[src/inc/sysctl_pkg.sv]
// constants for the system control register bank
package sysctl_pkg;
   // ----------------------------------------
   // host i/o ports
   // ----------------------------------------
   localparam logic [15:0] LOCK_PORT = 16'h03C3;
   localparam logic [15:0] INDEX_PORT = 16'h03C4;
   localparam logic [15:0] DATA_PORT = 16'h03C5;
   localparam logic [2:0] UNLOCK_KEY = 3'h2;
   // ----------------------------------------
   // register indices
   // ----------------------------------------
   localparam logic [7:0] IDX_START0 = 8'h10;
   localparam logic [7:0] IDX_START1 = 8'h11;
   localparam logic [7:0] IDX_START2 = 8'h12;
   localparam logic [7:0] IDX_START3 = 8'h13;
   localparam logic [7:0] IDX_MISC = 8'h15;
   localparam logic [7:0] IDX_STATUS = 8'h16;
   localparam logic [7:0] IDX_CMD1 = 8'h17;
   localparam logic [7:0] IDX_CMD2 = 8'h18;
   localparam logic [7:0] IDX_IRQEM = 8'h19;
   localparam logic [7:0] IDX_IRQST = 8'h1A;
   // ----------------------------------------
   // reset values and writable bits
   // ----------------------------------------
   localparam logic [7:0] RST_ZERO = 8'h00;
   localparam logic [7:0] WM_ALL = 8'hFF;
   localparam logic [7:0] WM_MISC = 8'hB8;
   localparam logic [7:0] WM_CMD1 = 8'hBF;
   localparam logic [7:0] WM_IRQEM = 8'h77;
   localparam logic [7:0] ZERO8 = 8'h00;
   // ----------------------------------------
   // field positions
   // ----------------------------------------
   localparam int B_BI_ENDIAN = 0;
   localparam int B_BURST_RD = 7;
   localparam int B_SOFT_ABORT = 5;
   localparam int B_ENG_ABORT = 4;
   localparam int B_SIDLOCK = 3;
   localparam int B_MEM_BLK = 7;
   localparam int B_BURST = 5;
   localparam int B_SWAP_MODE = 4;
   localparam int B_ZSEL = 2;
   localparam int B_MAPPED = 1;
   localparam int B_LAT_DIS = 0;
   localparam int B_PINF = 7;
   localparam int B_CLKRUN_EN = 6;
   localparam int B_AP_MODE = 5;
   localparam int B_MODE = 3;
   localparam int B_DATA_PATH = 2;
   localparam int B_ROTATE = 1;
   localparam int B_LINEAR = 0;
   localparam int B_IEN = 4;
   localparam int B_IMSK = 0;
   // ----------------------------------------
   // encodings
   // ----------------------------------------
   localparam logic [1:0] ZSEL_LOW = 2'h1;
   localparam logic [1:0] ZSEL_HIGH = 2'h2;
   localparam logic [1:0] MODE_STD = 2'h0;
   localparam logic [3:0] FIFO_DEPTH = 4'h8;
   localparam logic [2:0] FIFO_EDGE = 3'h7;
   localparam logic [1:0] WIN_ALL = 2'h0;
   localparam logic [1:0] WIN_A = 2'h1;
   localparam logic [1:0] WIN_B0 = 2'h2;
   localparam logic [19:0] A_A0000 = 20'hA0000;
   localparam logic [19:0] A_AFFFF = 20'hAFFFF;
   localparam logic [19:0] A_B0000 = 20'hB0000;
   localparam logic [19:0] A_B7000 = 20'hB7000;
   localparam logic [19:0] A_B8000 = 20'hB8000;
   localparam logic [19:0] A_BFFFF = 20'hBFFFF;
endpackage : sysctl_pkg

[src/hw/cfg_byte_reg.sv]
// one host-writable control byte with a mask of writable bits
`timescale 1ns/1ps
module cfg_byte_reg #(
   parameter logic [7:0] RST = 8'h00,
   parameter logic [7:0] WMASK = 8'hFF
) (
   input wire logic CLK,
   input wire logic RSTN,
   input wire logic we,
   input wire logic [7:0] wdata,
   output logic [7:0] q
);
   // masked bits keep their reset value, so reserved bits stay zero
   always_ff @(posedge CLK or negedge RSTN) begin
      if (!RSTN) begin
         q <= RST;
      end else if (we) begin
         q <= (q & ~WMASK) | (wdata & WMASK);
      end
   end
endmodule : cfg_byte_reg

[src/hw/sync2.sv]
// two-flop synchroniser for levels from outside the clock domain
`timescale 1ns/1ps
module sync2 #(
   parameter int W = 1
) (
   input wire logic CLK,
   input wire logic RSTN,
   input wire logic [W-1:0] d,
   output logic [W-1:0] q
);
   logic [W-1:0] meta_r;
   always_ff @(posedge CLK or negedge RSTN) begin
      if (!RSTN) begin
         // idle high, so an active-low pin shows no false level
         meta_r <= '1;
         q <= '1;
      end else begin
         meta_r <= d;
         q <= meta_r;
      end
   end
endmodule : sync2

[src/hw/system_control_register_bank.sv]
// system control register bank behind the indexed host i/o ports
//
// Summary of operation
// - write key 010 to lock port unlocks
// - index/data pair decodes registers by index
// - bank runs only on the system clock
// - four bytes form master start address
// - start byte bit 0 selects bi-endian
// - burst read needs both enable bits
// - soft abort needs engine abort enable
// - three frame status bits per display
// - fifo not-empty and engine busy flags
// - free entry code, 111 empty or full
// - block host memory while engine busy
// - swap select: bytes or half words
// - depth data select picks word halves
// - aperture select gates mapped register access
// - shared pin: clock-run input or indicator_a
// - aperture mode only in linear mode
// - access mode sets bus width, wrap
// - data path bit when upper mode clear
// - banked window chosen by misc bits
// - irq raised when enabled and unmasked
// - read-only pending interrupt status
`timescale 1ns/1ps
module system_control_register_bank #(
   parameter logic DEVICE_SELECT = 1'b0 // arbitrary device code
) (
   input wire logic CLK,
   input wire logic RSTN,
   input wire logic [15:0] IO_ADDR,
   input wire logic IO_WR,
   input wire logic IO_RD,
   input wire logic [7:0] IO_WDATA,
   output logic [7:0] IO_RDATA,
   output logic IO_RVALID,
   input wire logic [2:0] FRAME_STATUS,
   input wire logic [3:0] ENGINE_FIFO_USED,
   input wire logic ENGINE_BUSY,
   input wire logic [3:0] IRQ_SOURCES,
   input wire logic [19:0] HOST_MEM_ADDR,
   input wire logic [1:0] GFX_MEM_MAP,
   input wire logic CLKRUN_N_IN,
   output logic INDICATOR_A_OUT,
   output logic INDICATOR_A_OE,
   output logic CLKRUN_REQ,
   output logic [31:0] MASTER_START_ADDR,
   output logic BI_ENDIAN,
   output logic BURST_READ_EN,
   output logic BURST_EN,
   output logic ENGINE_ABORT_EN,
   output logic SOFT_ABORT_EN,
   output logic SUBSYS_ID_LOCK,
   output logic HOST_MEM_BLOCK,
   output logic ENDIAN_SWAP_MODE,
   output logic [1:0] ZBUF_HALF_EN,
   output logic MMIO_EN,
   output logic LATENCY_TIMER_DISABLE,
   output logic LINEAR_EN,
   output logic LEGACY_HIT,
   output logic WRAP_256K,
   output logic BUS_64BIT,
   output logic ROTATE_BLT_EN,
   output logic IRQ
);
   // ----------------------------------------
   // host port decode
   // ----------------------------------------
   logic unlock_r;
   logic [7:0] index_r;
   logic wr_data;
   logic [7:0] start0;
   logic [7:0] start1;
   logic [7:0] start2;
   logic [7:0] start3;
   logic [7:0] misc;
   logic [7:0] cmd1;
   logic [7:0] cmd2;
   logic [7:0] irqem;
   logic [7:0] status_byte;
   logic [7:0] irqst_byte;
   logic [7:0] rdata_nxt;
   logic [2:0] free_code;
   logic fifo_not_empty;
   logic [3:0] free_cnt;
   logic clkrun_n_s;
   logic legacy_nxt;

   // a write to the lock port whose bits 7:5 are not the key locks again
   always_ff @(posedge CLK or negedge RSTN) begin
      if (!RSTN) begin
         unlock_r <= 1'b0;
      end else if (IO_WR && IO_ADDR == sysctl_pkg::LOCK_PORT) begin
         unlock_r <= (IO_WDATA[7:5] == sysctl_pkg::UNLOCK_KEY);
      end
   end

   always_ff @(posedge CLK or negedge RSTN) begin
      if (!RSTN) begin
         index_r <= sysctl_pkg::ZERO8;
      end else if (IO_WR && IO_ADDR == sysctl_pkg::INDEX_PORT) begin
         index_r <= IO_WDATA;
      end
   end

   // locked bank ignores data port writes
   assign wr_data = IO_WR && unlock_r &&
      IO_ADDR == sysctl_pkg::DATA_PORT;

   // ----------------------------------------
   // writable registers
   // ----------------------------------------
   // all clocked from CLK alone, no memory or video clock
   cfg_byte_reg #(.RST(sysctl_pkg::RST_ZERO), .WMASK(sysctl_pkg::WM_ALL))
   u_start0 (.CLK(CLK), .RSTN(RSTN),
      .we(wr_data && index_r == sysctl_pkg::IDX_START0),
      .wdata(IO_WDATA), .q(start0));
   cfg_byte_reg #(.RST(sysctl_pkg::RST_ZERO), .WMASK(sysctl_pkg::WM_ALL))
   u_start1 (.CLK(CLK), .RSTN(RSTN),
      .we(wr_data && index_r == sysctl_pkg::IDX_START1),
      .wdata(IO_WDATA), .q(start1));
   cfg_byte_reg #(.RST(sysctl_pkg::RST_ZERO), .WMASK(sysctl_pkg::WM_ALL))
   u_start2 (.CLK(CLK), .RSTN(RSTN),
      .we(wr_data && index_r == sysctl_pkg::IDX_START2),
      .wdata(IO_WDATA), .q(start2));
   cfg_byte_reg #(.RST(sysctl_pkg::RST_ZERO), .WMASK(sysctl_pkg::WM_ALL))
   u_start3 (.CLK(CLK), .RSTN(RSTN),
      .we(wr_data && index_r == sysctl_pkg::IDX_START3),
      .wdata(IO_WDATA), .q(start3));
   // reserved bits masked off so they read zero
   cfg_byte_reg #(.RST(sysctl_pkg::RST_ZERO), .WMASK(sysctl_pkg::WM_MISC))
   u_misc (.CLK(CLK), .RSTN(RSTN),
      .we(wr_data && index_r == sysctl_pkg::IDX_MISC),
      .wdata(IO_WDATA), .q(misc));
   cfg_byte_reg #(.RST(sysctl_pkg::RST_ZERO), .WMASK(sysctl_pkg::WM_CMD1))
   u_cmd1 (.CLK(CLK), .RSTN(RSTN),
      .we(wr_data && index_r == sysctl_pkg::IDX_CMD1),
      .wdata(IO_WDATA), .q(cmd1));
   cfg_byte_reg #(.RST(sysctl_pkg::RST_ZERO), .WMASK(sysctl_pkg::WM_ALL))
   u_cmd2 (.CLK(CLK), .RSTN(RSTN),
      .we(wr_data && index_r == sysctl_pkg::IDX_CMD2),
      .wdata(IO_WDATA), .q(cmd2));
   cfg_byte_reg #(.RST(sysctl_pkg::RST_ZERO), .WMASK(sysctl_pkg::WM_IRQEM))
   u_irqem (.CLK(CLK), .RSTN(RSTN),
      .we(wr_data && index_r == sysctl_pkg::IDX_IRQEM),
      .wdata(IO_WDATA), .q(irqem));

   // ----------------------------------------
   // status bytes
   // ----------------------------------------
   always_comb begin
      free_cnt = sysctl_pkg::FIFO_DEPTH - ENGINE_FIFO_USED;
      fifo_not_empty = (ENGINE_FIFO_USED != 4'h0);
      // empty and full both show 111, told apart by the not-empty flag
      if (free_cnt == 4'h0 || free_cnt >= sysctl_pkg::FIFO_DEPTH) begin
         free_code = sysctl_pkg::FIFO_EDGE;
      end else begin
         free_code = 3'(free_cnt - 4'h1);
      end
   end

   assign status_byte = {FRAME_STATUS, fifo_not_empty,
      ENGINE_BUSY, free_code};
   assign irqst_byte = {3'h0, IRQ_SOURCES[3], 1'b0,
      IRQ_SOURCES[2:0]};

   // ----------------------------------------
   // read path
   // ----------------------------------------
   always_comb begin
      rdata_nxt = sysctl_pkg::ZERO8;
      if (IO_ADDR == sysctl_pkg::LOCK_PORT) begin
         rdata_nxt = {unlock_r ? sysctl_pkg::UNLOCK_KEY : 3'h0, 5'h00};
      end else if (IO_ADDR == sysctl_pkg::INDEX_PORT) begin
         rdata_nxt = index_r;
      end else if (IO_ADDR != sysctl_pkg::DATA_PORT || !unlock_r) begin
         rdata_nxt = sysctl_pkg::ZERO8;
      end else if (index_r == sysctl_pkg::IDX_START0) begin
         rdata_nxt = start0;
      end else if (index_r == sysctl_pkg::IDX_START1) begin
         rdata_nxt = start1;
      end else if (index_r == sysctl_pkg::IDX_START2) begin
         rdata_nxt = start2;
      end else if (index_r == sysctl_pkg::IDX_START3) begin
         rdata_nxt = start3;
      end else if (index_r == sysctl_pkg::IDX_MISC) begin
         rdata_nxt = misc | {7'h00, DEVICE_SELECT};
      end else if (index_r == sysctl_pkg::IDX_STATUS) begin
         rdata_nxt = status_byte;
      end else if (index_r == sysctl_pkg::IDX_CMD1) begin
         rdata_nxt = cmd1;
      end else if (index_r == sysctl_pkg::IDX_CMD2) begin
         rdata_nxt = cmd2;
      end else if (index_r == sysctl_pkg::IDX_IRQEM) begin
         rdata_nxt = irqem;
      end else if (index_r == sysctl_pkg::IDX_IRQST) begin
         rdata_nxt = irqst_byte;
      end
   end

   always_ff @(posedge CLK or negedge RSTN) begin
      if (!RSTN) begin
         IO_RDATA <= sysctl_pkg::ZERO8;
         IO_RVALID <= 1'b0;
      end else begin
         IO_RVALID <= IO_RD;
         if (IO_RD) begin
            IO_RDATA <= rdata_nxt;
         end
      end
   end

   // ----------------------------------------
   // banked window decode
   // ----------------------------------------
   always_comb begin
      legacy_nxt = 1'b0;
      if (cmd2[sysctl_pkg::B_LINEAR]) begin
         // dual aperture keeps only the a-segment alive
         legacy_nxt = !cmd2[sysctl_pkg::B_AP_MODE] &&
            HOST_MEM_ADDR >= sysctl_pkg::A_A0000 &&
            HOST_MEM_ADDR <= sysctl_pkg::A_AFFFF;
      end else if (GFX_MEM_MAP == sysctl_pkg::WIN_ALL) begin
         legacy_nxt = HOST_MEM_ADDR >= sysctl_pkg::A_A0000 &&
            HOST_MEM_ADDR <= sysctl_pkg::A_BFFFF;
      end else if (GFX_MEM_MAP == sysctl_pkg::WIN_A) begin
         legacy_nxt = HOST_MEM_ADDR >= sysctl_pkg::A_A0000 &&
            HOST_MEM_ADDR <= sysctl_pkg::A_AFFFF;
      end else if (GFX_MEM_MAP == sysctl_pkg::WIN_B0) begin
         legacy_nxt = HOST_MEM_ADDR >= sysctl_pkg::A_B0000 &&
            HOST_MEM_ADDR <= sysctl_pkg::A_B7000;
      end else begin
         legacy_nxt = HOST_MEM_ADDR >= sysctl_pkg::A_B8000 &&
            HOST_MEM_ADDR <= sysctl_pkg::A_BFFFF;
      end
   end

   // ----------------------------------------
   // clock-run pin
   // ----------------------------------------
   sync2 #(.W(1)) u_clkrun_sync (.CLK(CLK), .RSTN(RSTN),
      .d(CLKRUN_N_IN), .q(clkrun_n_s));

   // ----------------------------------------
   // control outputs, registered
   // ----------------------------------------
   always_ff @(posedge CLK or negedge RSTN) begin
      if (!RSTN) begin
         MASTER_START_ADDR <= 32'h0000_0000;
         BI_ENDIAN <= 1'b0;
         BURST_READ_EN <= 1'b0;
         BURST_EN <= 1'b0;
         ENGINE_ABORT_EN <= 1'b0;
         SOFT_ABORT_EN <= 1'b0;
         SUBSYS_ID_LOCK <= 1'b0;
         HOST_MEM_BLOCK <= 1'b0;
         ENDIAN_SWAP_MODE <= 1'b0;
         ZBUF_HALF_EN <= 2'h3;
         MMIO_EN <= 1'b0;
         LATENCY_TIMER_DISABLE <= 1'b0;
         LINEAR_EN <= 1'b0;
         LEGACY_HIT <= 1'b0;
         WRAP_256K <= 1'b1;
         BUS_64BIT <= 1'b0;
         ROTATE_BLT_EN <= 1'b0;
      end else begin
         // bit 0 of the address is always even
         MASTER_START_ADDR <= {start3, start2, start1,
            start0[7:1], 1'b0};
         BI_ENDIAN <= start0[sysctl_pkg::B_BI_ENDIAN];
         BURST_READ_EN <= misc[sysctl_pkg::B_BURST_RD] &&
            cmd1[sysctl_pkg::B_BURST];
         BURST_EN <= cmd1[sysctl_pkg::B_BURST];
         ENGINE_ABORT_EN <= misc[sysctl_pkg::B_ENG_ABORT];
         SOFT_ABORT_EN <= misc[sysctl_pkg::B_SOFT_ABORT] &&
            misc[sysctl_pkg::B_ENG_ABORT];
         SUBSYS_ID_LOCK <= misc[sysctl_pkg::B_SIDLOCK];
         HOST_MEM_BLOCK <= cmd1[sysctl_pkg::B_MEM_BLK] && ENGINE_BUSY;
         ENDIAN_SWAP_MODE <= cmd1[sysctl_pkg::B_SWAP_MODE];
         if (cmd1[sysctl_pkg::B_ZSEL +: 2] == sysctl_pkg::ZSEL_LOW) begin
            ZBUF_HALF_EN <= 2'h1;
         end else if (cmd1[sysctl_pkg::B_ZSEL +: 2] ==
               sysctl_pkg::ZSEL_HIGH) begin
            ZBUF_HALF_EN <= 2'h2;
         end else begin
            ZBUF_HALF_EN <= 2'h3;
         end
         // mapped registers reachable only via the mapped aperture;
         // order of setting is software's job
         MMIO_EN <= cmd1[sysctl_pkg::B_MAPPED] &&
            cmd2[sysctl_pkg::B_LINEAR];
         LATENCY_TIMER_DISABLE <= cmd1[sysctl_pkg::B_LAT_DIS];
         LINEAR_EN <= cmd2[sysctl_pkg::B_LINEAR];
         LEGACY_HIT <= legacy_nxt;
         WRAP_256K <= cmd2[sysctl_pkg::B_MODE +: 2] ==
            sysctl_pkg::MODE_STD;
         // direct path only counts while the upper mode bit is clear
         BUS_64BIT <= cmd2[sysctl_pkg::B_MODE + 1] ||
            cmd2[sysctl_pkg::B_DATA_PATH];
         ROTATE_BLT_EN <= cmd2[sysctl_pkg::B_ROTATE];
      end
   end

   always_ff @(posedge CLK or negedge RSTN) begin
      if (!RSTN) begin
         INDICATOR_A_OUT <= 1'b0;
         INDICATOR_A_OE <= 1'b0;
         CLKRUN_REQ <= 1'b0;
         IRQ <= 1'b0;
      end else begin
         INDICATOR_A_OE <= cmd2[sysctl_pkg::B_PINF];
         INDICATOR_A_OUT <= ENGINE_BUSY;
         CLKRUN_REQ <= cmd2[sysctl_pkg::B_CLKRUN_EN] &&
            !cmd2[sysctl_pkg::B_PINF] && !clkrun_n_s;
         IRQ <= |(IRQ_SOURCES[2:0] & irqem[sysctl_pkg::B_IEN +: 3] &
            ~irqem[sysctl_pkg::B_IMSK +: 3]);
      end
   end
endmodule : system_control_register_bank

[config.mk]
export PLATFORM = sky130hd
export DESIGN_NAME = system_control_register_bank
export DESIGN_NICKNAME = d
export VERILOG_FILES = /design/src/inc/sysctl_pkg.sv /design/src/hw/cfg_byte_reg.sv /design/src/hw/sync2.sv /design/src/hw/system_control_register_bank.sv
export SDC_FILE = /design/constraint.sdc
export NUM_CORES = 1
export LEC_CHECK = 0
export BUFFER_PORTS_ARGS = -buffer_cell sky130_fd_sc_hd__clkbuf_2
export CELL_PAD_IN_SITES_DETAIL_PLACEMENT = 0
export CELL_PAD_IN_SITES_GLOBAL_PLACEMENT = 1
export CORE_MARGIN = 2
export CORE_UTILIZATION = 43
export CTS_CLUSTER_SIZE = 16
export DETAILED_ROUTE_END_ITERATION = 16
export PLACE_DENSITY_LB_ADDON = 0.05
export SYNTH_ARGS = -nofsm -noshare
export SYNTH_HDL_FRONTEND = slang
export SYNTH_SLANG_ARGS = --single-unit
[constraint.sdc]
create_clock -name CLK -period 3 [get_ports CLK]
set_input_delay 0.15 -clock CLK [delete_from_list [all_inputs] [get_ports CLK]]
set_output_delay 0.15 -clock CLK [all_outputs]
set_load 0.02 [all_outputs]
[Word-level counts from Yosys, hierarchy flattened]
Cells that the tools add are included.
Widths: inputs -> output; s select.
Storage, ports and cells
  register bits after elaboration: 136
  input bits: 63
  output and inout bits: 62
  word-level logic and storage cells: 126
Cells by class
  add/sub/neg operators: 2
  order comparisons: 7
  equality and inequality tests: 19
  muxes and demuxes: 21
  bitwise logic cells: 6
  reductions and logical operators: 36
Operators with widths (number)
  $mux 8: 12
  $eq 8x5->1 const B: 10
  $ge 20x20->1 const B: 3
  $le 20x20->1 const B: 3
  $eq 16x10->1 const B: 3
  $logic_and 1x1->1: 24
  $ne 16x10->1 const B: 1
  $or 7x8->8: 2
  $or 8x7->8: 1
  $and 3x3->3: 2
  $mux 1: 5
  $mux 5: 1
  $eq 2x1->1 const B: 2
  $eq 2x2->1 const B: 2
  $ge 4x4->1 const B: 1
  $logic_not 1->1: 4
  $logic_not 2->1: 2
  $logic_not 4->1: 1
  $mux 2: 2
  $reduce_bool 4->1: 1
  $sub 4x4->4 const A: 1
  $eq 3x2->1 const B: 1
  $logic_or 1x1->1: 3
  $mux 3: 1
  3 further kinds: 3

[Logic depth before layout (Yosys ltp)]
Gate-level depths: netlist of the first run.
  word-level depth: 14
  depth in mapped cells: 7
  depth with buffers taken out: 5

[Hierarchy]
A second synthesis of the first run with hierarchy kept.
Unflattened totals
  cell total of the unflattened synthesis: 443
  area, all modules: 5871.9 µm²
By module, submodules not included
  system_control_register_bank: instances 1, cells each 310, area an instance 3409.5 µm², sequential area each 1755.4 µm²
  cfg_byte_reg (u_cmd2 ...): instances 5, cells each 17, area an instance 331.6 µm², sequential area each 200.2 µm²
  cfg_byte_reg (u_cmd1): instances 1, cells each 17, area an instance 302.8 µm², sequential area each 175.2 µm²
  cfg_byte_reg (u_irqem): instances 1, cells each 16, area an instance 270.3 µm², sequential area each 150.1 µm²
  cfg_byte_reg (u_misc): instances 1, cells each 13, area an instance 178.9 µm², sequential area each 100.1 µm²
  sync2: instances 1, cells each 2, area an instance 52.6 µm², sequential area each 52.6 µm²

[Worst setup path after synthesis of the first run]
Ideal clock, no wire load.
  kind: register to register
  start: register index_r[6]
  end: register u_start1.q[0]
  library setup time: 125 ps
  data arrival time: 2011 ps
  required time: 2875 ps
  setup slack: 864 ps
  cell stages (with the launch flop): 6
  buffers on the path: 1
  clock period less this slack: 2136 ps
  cells stage by stage: dfrtp_1 or4b_4 nor3_4 and4_4 buf_12 mux2_4
Between the ends
  word-level cells in the longest chain between the ends: 2
RTL lines
  from (decl): line system_control_register_bank.sv:70  | logic [7:0] index_r;
  from (signal assigned): line system_control_register_bank.sv:100  | index_r <= sysctl_pkg::ZERO8;
  $eq 8x5->1: line system_control_register_bank.sv:120  | .we(wr_data && index_r == sysctl_pkg::IDX_START1),
  $logic_and 1x1->1: line system_control_register_bank.sv:120
  to (signal assigned): line cfg_byte_reg.sv:18  | q <= (q & ~WMASK) | (wdata & WMASK);
  to (decl): line cfg_byte_reg.sv:11  | output logic [7:0] q
No other way between the ends.
A chain may end at the register's enable or synchronous reset.

[Worst setup path after layout of the first run]
  start: register index_r[6]
  end: register u_irqem.q[0]
Between the ends
  word-level cells in the longest chain between the ends: 2
RTL lines
  $eq 8x5->1: line system_control_register_bank.sv:145  | .we(wr_data && index_r == sysctl_pkg::IDX_IRQEM),
  $logic_and 1x1->1: line system_control_register_bank.sv:145
  to (signal assigned): line cfg_byte_reg.sv:18
  to (decl): line cfg_byte_reg.sv:11
No other way between the ends.

==> results.rst, run 1 <==
.. list-table::
   :header-rows: 1

   * - Metric
     - Value
   * - Run status
     - complete, no violations
   * - Met2 WL post-DR
     - 6450 µm
   * - Die outline area
     - 14,100 µm²
   * - Router iterations before antenna repair
     - 4
   * - Net Sw Power
     - 0.000816 W
   * - Hold Fails Final Rpt
     - 0
   * - Hold depth
     - 3
   * - Yosys Warn Count
     - 0
   * - Net switching fraction of the power
     - 20.3%
   * - Drt total wl
     - 14,100 µm
   * - Fraction of final layout cells with drive strength greater than 1
     - 45.1%
   * - Hold WS
     - 0.0191 ns
   * - Fraction of the yosys area taken by sequential cells
     - 57.1%
   * - Minimum setup slack among reg-to-reg paths
     - 0.65 ns
   * - Wl on met1
     - 6370 µm
   * - Remaining number of nets flagged by the antenna check after routing
     - 0
   * - Clock sink count
     - 129
   * - Number of antenna repair diodes
     - 0
   * - Violation count after the first detailed-route iteration
     - 283
   * - Max Clock Freq
     - 425 MHz
   * - Number of max-cap violations
     - 0
   * - Area growth syn-to-layout
     - 25.7%
   * - Synthesized instance count
     - 436
   * - Worst Setup Path Type
     - reg2reg
   * - Number of buffer cells added on primary ports
     - 123
   * - DRC violations left
     - 0
   * - Setup repair after global routing missed its margin
     - no
   * - Startpoint of the lowest-slack register-to-register path
     - index_r[6]
   * - Transition time at the pin with the least slew margin
     - 0.683 ns
   * - Initial core utilization
     - 44.5%
   * - Internal power consumption
     - 0.00321 W
   * - Synth Register Bits
     - 129
   * - Number of CTS-inserted buffers
     - 17
   * - Critical Path Start Type
     - register
   * - Sum of met3 wire segment lengths after detailed routing
     - 1000 µm
   * - Req. time, crit path
     - 3.29 ns
   * - Clock root buffer
     - sky130_fd_sc_hd__clkbuf_16
   * - Reg power frac
     - 43.6%
   * - Shortest period the worst path allows
     - 2.35 ns
   * - Vias in the first global route
     - 4,135
   * - Maximum number of pins on one net before global-route repair
     - 57
   * - IO Count
     - 125
   * - Total power density per cell area
     - 566 nW/µm²
   * - Syn Area/Cell
     - 13.0 µm²
   * - Crit end category
     - register
   * - Global placement routability congestion
     - 0.883
   * - Placed Instances
     - 724
   * - Horizontal extent of the die
     - 119 µm
   * - Period utilization
     - 78.4%
   * - Combinational share of power
     - 3.8%
   * - Sum Neg Setup Slack
     - 0 ns
   * - Final Max Slew Viols
     - 0
   * - Detailed Place HPWL
     - 10,200 µm
   * - Class of the most critical hold timing path
     - in2reg
   * - Leakage power summed over all cells
     - 3.52 nW
   * - Flip-flop cell with the highest count after synthesis
     - sky130_fd_sc_hd__dfrtp_1
   * - Detailed-route wire length per cell
     - 18.5 µm
   * - Net count reported at finish
     - 638
   * - Hold_sp
     - IRQ_SOURCES[2]
   * - Cell area after synthesis
     - 5660 µm²
   * - Number of flops mapped to enable cells by yosys
     - 0
   * - Clk slew on worst S/H paths
     - 0.05 ns
   * - IR Drop Worst-Case VDD
     - 0.340 mV
   * - Worst relative slew slack
     - 54.5%
   * - Vias per cell
     - 5.37
   * - GRT Resource Usage Total
     - 21.0%
   * - Multi-input combinational cell area
     - 2260 µm²
   * - Library cells used by synthesis
     - 69
   * - Clock latency at the later pin of the worst-skew pair
     - 0.41 ns
   * - Std-Cell Rows
     - 41
   * - Arrival time worst endpoint
     - 2.65 ns
   * - Post-CTS sizing
     - 0
   * - Destination of the worst register-to-register timing path
     - u_irqem.q[0]
   * - Final setup fails
     - 0
   * - Combined flip-flop and latch cell area
     - 3230 µm²
   * - FFs w/ async S/R, synth
     - 100%
   * - First-pass GRT wire length
     - 22,500 µm
   * - Number of fill cells in the layout
     - 1,147
   * - Die Span Y
     - 119 µm
   * - Count of H-tree levels built during CTS
     - 4
   * - Clock group share of total power
     - 52.6%
   * - R2R cell count
     - 4
   * - Antenna violations before repair
     - 0
   * - Clk buf depth
     - 2
   * - Critical Path Fanout Max
     - 10
   * - Grt ovf
     - 0
   * - Total setup buffers inserted after CTS
     - 0
   * - Count of non-filler cells in the finished layout
     - 760
   * - Vias
     - 4,080
   * - TritonCTS clock tree
     - built
   * - Final setup skew
     - 0.00782 ns
   * - Top layer reached by signal wires
     - met4
   * - Hold worst-path end
     - IRQ
   * - Nets in the synthesized netlist
     - 499
   * - Core region area
     - 12,700 µm²
## synth_stat cells, types with 4 or more instances
master / count / share of area [%]
sky130_fd_sc_hd__dfrtp_1: 124 / 55
sky130_fd_sc_hd__mux2_2: 69 / 14
sky130_fd_sc_hd__nand2_1: 21 / 1.4
sky130_fd_sc_hd__nor2_1: 19 / 1.3
sky130_fd_sc_hd__o21ai_0: 18 / 1.6
sky130_fd_sc_hd__nand3_1: 11 / 0.97
sky130_fd_sc_hd__a21oi_1: 10 / 0.88
sky130_fd_sc_hd__a31oi_1: 9 / 0.99
sky130_fd_sc_hd__nor2b_1: 9 / 0.99
sky130_fd_sc_hd__mux2_4: 8 / 2.1
sky130_fd_sc_hd__nand3b_1: 8 / 1.1
sky130_fd_sc_hd__nand2b_1: 7 / 0.77
sky130_fd_sc_hd__o22ai_1: 7 / 0.77
sky130_fd_sc_hd__clkbuf_1: 6 / 0.40
sky130_fd_sc_hd__mux2i_1: 6 / 1.1
sky130_fd_sc_hd__a32o_1: 5 / 0.88
sky130_fd_sc_hd__dfstp_2: 5 / 2.3
sky130_fd_sc_hd__nor4_1: 5 / 0.55
sky130_fd_sc_hd__a32oi_1: 4 / 0.62
sky130_fd_sc_hd__and2_1: 4 / 0.44
sky130_fd_sc_hd__buf_1: 4 / 0.27
sky130_fd_sc_hd__inv_1: 4 / 0.27
sky130_fd_sc_hd__nand4_1: 4 / 0.44
sky130_fd_sc_hd__nor3b_1: 4 / 0.53
## layout by cell type (no fill, tap or decap), types with 5 or more instances in the layout
cell type | Yosys | layout
sky130_fd_sc_hd__dfstp_2 | 5 | 5
sky130_fd_sc_hd__nor2b_1 | 9 | 9
sky130_fd_sc_hd__nand2b_1 | 7 | 7
sky130_fd_sc_hd__a32o_1 | 5 | 5
sky130_fd_sc_hd__clkbuf_2 | 0 | 122
sky130_fd_sc_hd__a21oi_1 | 10 | 10
sky130_fd_sc_hd__o21ai_0 | 18 | 18
sky130_fd_sc_hd__nor4_1 | 5 | 5
sky130_fd_sc_hd__clkbuf_16 | 0 | 17
sky130_fd_sc_hd__nor2_1 | 19 | 19
sky130_fd_sc_hd__nand3b_1 | 8 | 8
sky130_fd_sc_hd__buf_4 | 2 | 13
sky130_fd_sc_hd__nand2_1 | 21 | 21
sky130_fd_sc_hd__o22ai_1 | 7 | 7
sky130_fd_sc_hd__a31oi_1 | 9 | 9
sky130_fd_sc_hd__mux2_2 | 69 | 69
sky130_fd_sc_hd__dfrtp_1 | 124 | 124
sky130_fd_sc_hd__nand3_1 | 11 | 11
sky130_fd_sc_hd__mux2_4 | 8 | 8
sky130_fd_sc_hd__mux2i_1 | 6 | 6
## routing by layer
layer,up-vias,global-route usage (%)
met3,21,5.94
li1,1903,-
met1,2003,29.3
met4,0,7.29
met5,-,0
met2,153,31.5
## per-stage QoR
step / utilization (%) / area, µm² / power, W / worst slack [ns]
after floorplan: - / 5660 / 0.00182 / 0.864
after global routing: 55.9 / 7110 / 0.00417 / 0.514
final: 55.9 / 7110 / 0.00403 / 0.647
after CTS: 55.9 / 7110 / 0.00407 / 0.638
after global placement: 50.8 / 6460 / 0.00194 / 0.693
after detailed placement: 50.8 / 6460 / 0.00194 / 0.659
## worst max path at each step
stage | end | depth (start not counted) | slack [ns] | from
6_report | u_irqem.q[0] | 4 | 0.65 | index_r[6]
5_1_grt | u_irqem.q[0] | 4 | 0.51 | index_r[6]
4_1_cts | u_irqem.q[1] | 4 | 0.64 | index_r[6]
3_5_place_dp | u_irqem.q[0] | 4 | 0.66 | index_r[6]
3_3_place_gp | u_start0.q[0] | 6 | 0.69 | IO_ADDR[10]
2_1_floorplan | u_start1.q[0] | 5 | 0.86 | index_r[6]
## repair_timing
action	4_1_cts	5_1_grt
hold buffers	4	0
setup endpoints to repair	0	0
hold endpoints to repair	53	0
## power groups by stage
stage          combinational [W]  sequential (W)  clock, W
5_1_grt                 0.000170         0.00175   0.00225
3_5_place_dp            0.000152         0.00178         0
6_report                0.000153         0.00175   0.00212
4_1_cts                 0.000157         0.00175   0.00216
2_1_floorplan          0.0000297         0.00179         0
3_3_place_gp            0.000151         0.00178         0
## layout make-up
cell class	count	area share, %
sequential	129	45.5
clock buffer	22	6.38
clock inverter	10	2.23
multi-input combinational	281	31.8
tap	172	3.02
inverter	6	0.317
timing repair buffer	140	10.8
## critical path, stage by stage (launching register included)
cell and delay (ns):
sky130_fd_sc_hd__dfrtp_1 0.41, sky130_fd_sc_hd__or4b_4 0.58, sky130_fd_sc_hd__nor3_4 0.44, sky130_fd_sc_hd__and4_1 0.43, sky130_fd_sc_hd__mux2_2 0.37
## registers in the layout, indices dropped and copies added, names as in the netlist, 2 cells and up
signal,count
u_start3.q,8
u_start0.q,8
IO_RDATA,8
u_cmd2.q,8
u_irqem.q,6
u_start2.q,8
u_cmd1.q,7
ZBUF_HALF_EN,2
u_start1.q,8
MASTER_START_ADDR,31
u_misc.q,4
index_r,8
## logic make-up (layout without fill, tap and decap cells)
kind of cell | count (synthesis) | in the layout | share of synthesized area (%)
flip-flops | 129 | 129 | 57.1
AND/OR/NAND/NOR | 125 | 125 | 14.4
multiplexers | 83 | 83 | 16.9
AO/OA/AOI/OAI | 71 | 71 | 8.40
buffers and inverters | 26 | 178 | 2.92
other | 1 | 1 | 0.0662
XOR/XNOR | 1 | 1 | 0.155
No activity file was read; power rests on OpenSTA's default activity.
==> run 2, diff against run 1 <==
- clock period: 3 -> 2.4 ns (I/O delays scaled with it)
==> run 2 against run 1 <==
  * Sequential share of layout area down 0.68 points
  * Total power is 28% higher
  * Via count up 1.5%
  * Clock skew grew 0.0020 ns
  * Die area unchanged
  * Sequential power rose by 25%
  * Critical endpoint unchanged
  * Largest power group unchanged
  * Highest routed layer unchanged
==> results.rst, run 2 (synthesis gave the netlist of run 1 again) <==
.. list-table::
   :header-rows: 1

   * - Metric
     - Value
   * - Run status
     - complete, no violations
   * - Detailed Place HPWL
     - 10,700 µm (+5.3%)
   * - Clock latency at the later pin of the worst-skew pair
     - 0.43 ns (+0.02 ns)
   * - Most used cells in the layout excluding fill and tap cells
     - 124 x sky130_fd_sc_hd__dfrtp_1, 122 x sky130_fd_sc_hd__clkbuf_2, 69 x sky130_fd_sc_hd__mux2_2
   * - Critical-path cell list
     - or4b_4 > nor3_4 > and4_1 > mux2_2
   * - Startpoint of the lowest-slack register-to-register path
     - index_r[6]
   * - Final Max Slew Viols
     - 0 (unchanged)
   * - Sum Neg Setup Slack
     - 0 ns (unchanged)
   * - Met2 WL post-DR
     - 7110 µm (+10%)
   * - Setup repair after global routing missed its margin
     - no
   * - Number of CTS-inserted buffers
     - 17 (unchanged)
   * - IO Count
     - 125 (unchanged)
   * - Leakage power summed over all cells
     - 3.58 nW (+1.7%)
   * - Wl on met1
     - 6790 µm (+6.6%)
   * - Arrival time worst endpoint
     - 2.54 ns (-0.11 ns)
   * - Vias
     - 4,143 (+1.5%)
   * - Grt ovf
     - 0 (unchanged)
   * - Largest register FFs
     - 31 (unchanged)
   * - Total power density per cell area
     - 711 nW/µm² (+26%)
   * - Critical Path Start Type
     - register
   * - Hold_sp
     - HOST_MEM_ADDR[16]
   * - Remaining number of nets flagged by the antenna check after routing
     - 0 (unchanged)
   * - Period utilization
     - 93.5% (+15 points)
   * - Router iterations before antenna repair
     - 4 (unchanged)
   * - Die Span Y
     - 119 µm (unchanged)
   * - Final setup skew
     - 0.00983 ns (+0.00201 ns)
   * - Post-CTS sizing
     - 0 (unchanged)
   * - Worst relative slew slack
     - 64.8% (+10 points)
   * - Largest stage delay, worst path
     - 0.58 ns (about the same)
   * - Net count reported at finish
     - 647 (+1.4%)
   * - TritonCTS clock tree
     - built
   * - Horizontal extent of the die
     - 119 µm (unchanged)
   * - First element of the critical path
     - index_r[6]
   * - Critical Path Fanout Max
     - 7 (-3)
   * - Crit path buf inv count
     - 0 (unchanged)
   * - Area growth syn-to-layout
     - 27.6%
   * - Crit end category
     - register
   * - Hold Fails Final Rpt
     - 0 (unchanged)
   * - Initial core utilization
     - 44.5% (unchanged)
   * - Detailed-route wire length per cell
     - 19.2 µm (+3.6%)
   * - Transition time at the pin with the least slew margin
     - 0.528 ns (-0.155 ns)
   * - Fraction of final layout cells with drive strength greater than 1
     - 46.2% (+1.2 points)
   * - Number of antenna repair diodes
     - 0 (unchanged)
   * - Core region area
     - 12,700 µm² (unchanged)
   * - Maximum number of pins on one net before global-route repair
     - 53 (-7.0%)
   * - Count of H-tree levels built during CTS
     - 4 (unchanged)
   * - Number of max-cap violations
     - 0 (unchanged)
   * - Clk buf depth
     - 2 (unchanged)
   * - IR Drop Worst-Case VDD
     - 0.398 mV (+17%)
   * - Final setup fails
     - 0 (unchanged)
   * - Worst Setup Path Type
     - reg2reg
   * - GRT Resource Usage Total
     - 22.0% (+0.98 points)
   * - Number of fill cells in the layout
     - 1,111 (-3.1%)
   * - Violation count after the first detailed-route iteration
     - 286 (+1.1%)
   * - Global placement routability congestion
     - 0.875 (-0.83%)
   * - Shortest period the worst path allows
     - 2.24 ns (-0.109 ns)
   * - Cell with the largest stage delay on the worst path
     - sky130_fd_sc_hd__or4b_4
   * - Drt total wl
     - 14,800 µm (+4.8%)
   * - Biggest register
     - MASTER_START_ADDR
   * - Most common cell after layout, fill and taps aside
     - sky130_fd_sc_hd__dfrtp_1
   * - Total power consumption of the routed design
     - 0.00514 W (+28%)
   * - Std-Cell Rows
     - 41 (unchanged)
   * - Top layer reached by signal wires
     - met4
   * - Vias per cell
     - 5.39 (+0.36%)
   * - Die outline area
     - 14,100 µm² (unchanged)
   * - Clk slew on worst S/H paths
     - 0.06 ns (about the same)
   * - Number of buffer cells added on primary ports
     - 123 (unchanged)
   * - Clock sink count
     - 129 (unchanged)
   * - Multi-input combinational cell area
     - 2260 µm² (unchanged)
   * - Req. time, crit path
     - 2.70 ns (-0.59 ns)
   * - Cell family with most CP delay
     - simple AND/OR/NAND/NOR gates
   * - Max Clock Freq
     - 446 MHz (+4.8%)
   * - Class of the most critical hold timing path
     - in2reg
   * - Combined flip-flop and latch cell area
     - 3230 µm² (unchanged)
   * - Vias in the first global route
     - 4,221 (+2.1%)
   * - First-pass GRT wire length
     - 23,500 µm (+4.5%)
   * - Antenna violations before repair
     - 0 (unchanged)
   * - DRC violations left
     - 0 (unchanged)
   * - Sum of met3 wire segment lengths after detailed routing
     - 761 µm (-24%)
   * - Clock root buffer
     - sky130_fd_sc_hd__clkbuf_16
==> run 2: cell types whose count changed in the layout (fill, tap and decap cells not counted) <==
| cell | change |
|---|---|
| sky130_fd_sc_hd__clkinvlp_4 | +2 |
| sky130_fd_sc_hd__dlygate4sd3_1 | +1 |
| sky130_fd_sc_hd__inv_6 | +1 |
| sky130_fd_sc_hd__buf_4 | +7 |
| sky130_fd_sc_hd__clkbuf_8 | +1 |
| sky130_fd_sc_hd__clkinv_2 | -2 |
| sky130_fd_sc_hd__buf_12 | +1 |
| sky130_fd_sc_hd__clkinv_4 | +1 |
| sky130_fd_sc_hd__clkbuf_1 | -3 |
==> run 2: cell type report <==
| cell class | instances | area share [%] |
|---|---|---|
| inverters | 6 | 0.312 |
| clock buffers | 20 | 6.32 |
| clock inverters | 12 | 2.51 |
| repair buffers | 149 | 11.8 |
| flip-flops and latches | 129 | 44.8 |
| well taps | 172 | 2.98 |
| multi-input cells | 281 | 31.3 |
==> run 2: metrics by stage <==
step                      worst slack (ns)  hold slack, ns  instance area, µm²  cells  utilization [%]
after detailed placement             0.139           0.132                6530    732             51.4
final                                0.156          0.0429                7220    769             56.8
after global routing                0.0569          0.0555                7220    769             56.8
after global placement               0.151           0.119                6530    732             51.4
after floorplan                      0.264          -0.176                5660    436                -
after CTS                            0.162          0.0269                7220    769             56.8
==> run 2: repair_timing <==
action,CTS,global route
hold buffers,5,0
setup buffers,0,0
endpoints found under the hold margin,42,0
==> run 2: tightest hold or removal path, delay by kind of cell <==
kind | cells | cell delay, ns
simple gates | 2 | 0.11
compound gates | 1 | 0.08
buf+inv | 1 | 0.10
==> run 2: power by group <==
| part | leakage (nW) | total, W | switching, W | internal, W |
|---|---|---|---|---|
| registers | 1.77 | 0.00219 | 0.00000515 | 0.00219 |
| clock network | 0.299 | 0.00275 | 0.000953 | 0.00179 |
| logic | 1.51 | 0.000196 | 0.000128 | 0.0000684 |
| total | 3.58 | 0.00514 | 0.00109 | 0.00405 |
==> run 2: final timing paths <==
| kind | slack, ns | end | depth (start not counted) |
|---|---|---|---|
| setup / recovery | 0.16 | u_irqem.q[0] | 4 |
| hold / removal | 0.04 | LEGACY_HIT | 4 |
| setup reg to reg | 0.16 | u_irqem.q[0] | 4 |
| hold reg to reg | 0.36 | u_clkrun_sync.q | 0 |
| max in group asynchronous | 1.48 | ZBUF_HALF_EN[1] | 3 |
| min in group asynchronous | 0.22 | MASTER_START_ADDR[16] | 2 |
==> run 2: routing by layer <==
metal | global-route usage, % | vias up
met1 | 30.5 | 2066
met5 | 0 | -
met2 | 34.6 | 142
li1 | - | 1921
met4 | 5.88 | 0
met3 | 5.50 | 14
==> run 3, diff against run 2 <==
- PLACE_DENSITY: default -> 0.83
- PLACE_DENSITY_LB_ADDON: 0.05 -> default
- SKIP_CTS_REPAIR_TIMING: default -> 1
- TNS_END_PERCENT: default -> 50
==> run 3 against run 2 <==
  * Total power decreased by 2.8%
  * Global-route usage decreased by 0.33 points
  * Routed wire length decreased by 0.51%
  * Hold slack about the same
  * Die area unchanged
  * Cell count unchanged
  * First-iteration DRC count increased by 38%
  * Maximum frequency increased by 0.19%
  * Register-to-register slack about the same
  * Utilization decreased by 0.26 points
  * Final area decreased by 0.45%
  * Sequential cell count unchanged
  * Critical endpoint is now u_irqem.q[1]
==> results.rst, run 3 (synthesis gave the netlist of run 1 again) <==
.. list-table::
   :header-rows: 1

   * - Metric
     - Value
   * - Combinational share of power
     - 3.9% (about the same)
   * - Router iterations before antenna repair
     - 4 (unchanged)
   * - Most used cells in the layout excluding fill and tap cells
     - 124 x sky130_fd_sc_hd__dfrtp_1, 122 x sky130_fd_sc_hd__clkbuf_2, 69 x sky130_fd_sc_hd__mux2_2
   * - Sum Neg Setup Slack
     - 0 ns (unchanged)
   * - Clock group share of total power
     - 52.2% (-1.3 points)
   * - Fraction of final layout cells with drive strength greater than 1
     - 46.1% (-0.17 points)
   * - Largest register FFs
     - 31 (unchanged)
   * - Global placement routability congestion
     - 0.933 (+6.6%)
   * - Net count reported at finish
     - 647 (unchanged)
   * - Top layer reached by signal wires
     - met4
   * - Detailed Place HPWL
     - 10,600 µm (-0.87%)
   * - Most common cell after layout, fill and taps aside
     - sky130_fd_sc_hd__dfrtp_1
   * - Worst relative slew slack
     - 63.3% (-1.6 points)
   * - Clk slew on worst S/H paths
     - 0.06 ns (about the same)
   * - Number of buffer cells added on primary ports
     - 123 (unchanged)
   * - Initial core utilization
     - 44.5% (unchanged)
   * - Cell with the largest stage delay on the worst path
     - sky130_fd_sc_hd__or4b_4
   * - Drt total wl
     - 14,700 µm (-0.51%)
   * - Count of H-tree levels built during CTS
     - 4 (unchanged)
   * - Total power density per cell area
     - 694 nW/µm² (-2.3%)
   * - Largest stage delay, worst path
     - 0.59 ns (about the same)
   * - Arrival time worst endpoint
     - 2.54 ns (about the same)
   * - Final setup skew
     - 0.00943 ns (-0.000398 ns)
   * - Class of the most critical hold timing path
     - in2reg
   * - Violation count after the first detailed-route iteration
     - 395 (+38%)
   * - Count of non-filler cells in the finished layout
     - 769 (unchanged)
   * - TritonCTS clock tree
     - built
   * - Net switching fraction of the power
     - 21.5% (+0.38 points)
   * - Leakage power summed over all cells
     - 3.57 nW (-0.31%)
   * - Die outline area
     - 14,100 µm² (unchanged)
   * - Run status
     - complete, no violations
   * - Remaining number of nets flagged by the antenna check after routing
     - 0 (unchanged)
   * - Area growth syn-to-layout
     - 27.0%
   * - Critical-path cell list
     - or4b_4 > nor3_4 > and4_1 > mux2_2
   * - Net Sw Power
     - 0.00107 W (-1.0%)
   * - Number of antenna repair diodes
     - 0 (unchanged)
   * - Minimum setup slack among reg-to-reg paths
     - 0.16 ns (about the same)
   * - Clock root buffer
     - sky130_fd_sc_hd__clkbuf_16
   * - Shortest period the worst path allows
     - 2.24 ns (-0.00427 ns)
   * - Clock sink count
     - 129 (unchanged)
   * - Biggest register
     - MASTER_START_ADDR
   * - Transition time at the pin with the least slew margin
     - 0.551 ns (+0.0233 ns)
   * - Number of max-cap violations
     - 0 (unchanged)
   * - Number of CTS-inserted buffers
     - 17 (unchanged)
   * - Req. time, crit path
     - 2.70 ns (about the same)
   * - Detailed-route wire length per cell
     - 19.1 µm (-0.51%)
   * - Vias in the first global route
     - 4,256 (+0.83%)
   * - IR Drop Worst-Case VDD
     - 0.351 mV (-12%)
   * - Hold Fails Final Rpt
     - 0 (unchanged)
   * - Wl on met1
     - 6570 µm (-3.3%)
   * - Period utilization
     - 93.3% (-0.18 points)
   * - Vias
     - 4,198 (+1.3%)
   * - Critical Path Fanout Max
     - 7 (unchanged)
   * - Antenna violations before repair
     - 0 (unchanged)
   * - Internal power consumption
     - 0.00392 W (-3.3%)
   * - IO Count
     - 125 (unchanged)
   * - Grt ovf
     - 0 (unchanged)
   * - Cell family with most CP delay
     - simple AND/OR/NAND/NOR gates
   * - Clock latency at the later pin of the worst-skew pair
     - 0.42 ns (about the same)
   * - Final setup fails
     - 0 (unchanged)
   * - Critical Path Start Type
     - register
   * - Core region area
     - 12,700 µm² (unchanged)
   * - DRC violations left
     - 0 (unchanged)
   * - GRT Resource Usage Total
     - 21.7% (-0.33 points)
   * - Crit path buf inv count
     - 0 (unchanged)
   * - Worst Setup Path Type
     - reg2reg
   * - Clk buf depth
     - 2 (unchanged)
   * - Placed Instances
     - 732 (unchanged)
   * - Met2 WL post-DR
     - 6910 µm (-2.8%)
   * - Crit end category
     - register
   * - Maximum number of pins on one net before global-route repair
     - 65 (+23%)
   * - Final Max Slew Viols
     - 0 (unchanged)
   * - Sum of met3 wire segment lengths after detailed routing
     - 882 µm (+16%)
   * - Setup repair after global routing missed its margin
     - no
   * - Vias per cell
     - 5.46 (+1.3%)
   * - Die Span Y
     - 119 µm (unchanged)
   * - Horizontal extent of the die
     - 119 µm (unchanged)
   * - Std-Cell Rows
     - 41 (unchanged)
   * - First-pass GRT wire length
     - 23,400 µm (-0.50%)
   * - Reg power frac
     - 43.9% (+1.2 points)
   * - Max Clock Freq
     - 446 MHz (+0.19%)
[run 3: cell count changes in the layout (fill, tap and decap cells not counted), sizes merged]
cell      previous run  this run
inv                  5         6
bufinv               4         3
clkinv               5         7
clkinvlp             4         2
[run 3: final timing paths]
kind / start / end / depth (start not counted)
max: index_r[6] / u_irqem.q[1] / 4
min: HOST_MEM_ADDR[18] / LEGACY_HIT / 4
max reg2reg: index_r[6] / u_irqem.q[1] / 4
min reg2reg: u_clkrun_sync.meta_r / u_clkrun_sync.q / 0
max in group asynchronous: RSTN / u_clkrun_sync.meta_r / 3
min in group asynchronous: RSTN / u_start2.q[3] / 2
[run 3: power by group through the flow]
stage / Sequential (W) / Combinational (W) / Clock [W]
4_1_cts: 0.00219 / 0.000191 / 0.00266
2_1_floorplan: 0.00224 / 0.0000372 / 0
3_5_place_dp: 0.00223 / 0.000190 / 0
3_3_place_gp: 0.00223 / 0.000185 / 0
6_report: 0.00219 / 0.000193 / 0.00261
5_1_grt: 0.00219 / 0.000214 / 0.00276
[run 3: stage by stage]
stage / cell area, µm² / total power (W) / hold slack [ns] / utilization [%] / setup WS [ns]
after global routing: 7190 / 0.00517 / 0.0646 / 56.5 / 0.0767
after CTS: 7140 / 0.00504 / -0.309 / 56.1 / 0.163
final: 7190 / 0.00499 / 0.0428 / 56.5 / 0.160
after floorplan: 5660 / 0.00228 / -0.176 / - / 0.264
after detailed placement: 6530 / 0.00242 / 0.147 / 51.4 / 0.181
after global placement: 6530 / 0.00242 / 0.139 / 51.4 / 0.245
[run 3: routing by layer]
layer,track usage [%],vias to the layer above
met1,29.6,2074
met2,33.5,174
met4,7.59,0
met3,5.55,31
li1,-,1919
met5,0,-
[run 3: final cells by class]
class                           instances  area (µm²)
Fill cell                            1115        5530
Sequential cell                       129        3230
Multi-Input combinational cell        281        2260
Timing Repair Buffer                  149         851
Clock buffer                           20         447
Tap cell                              172         215
Clock inverter                         12         159
Inverter                                6        22.5
[run 3: tightest hold or removal path: cells and delay by family]
family,cells,cell delay (ns)
simple gates,2,0.11
compound gates,1,0.08
buf+inv,1,0.10
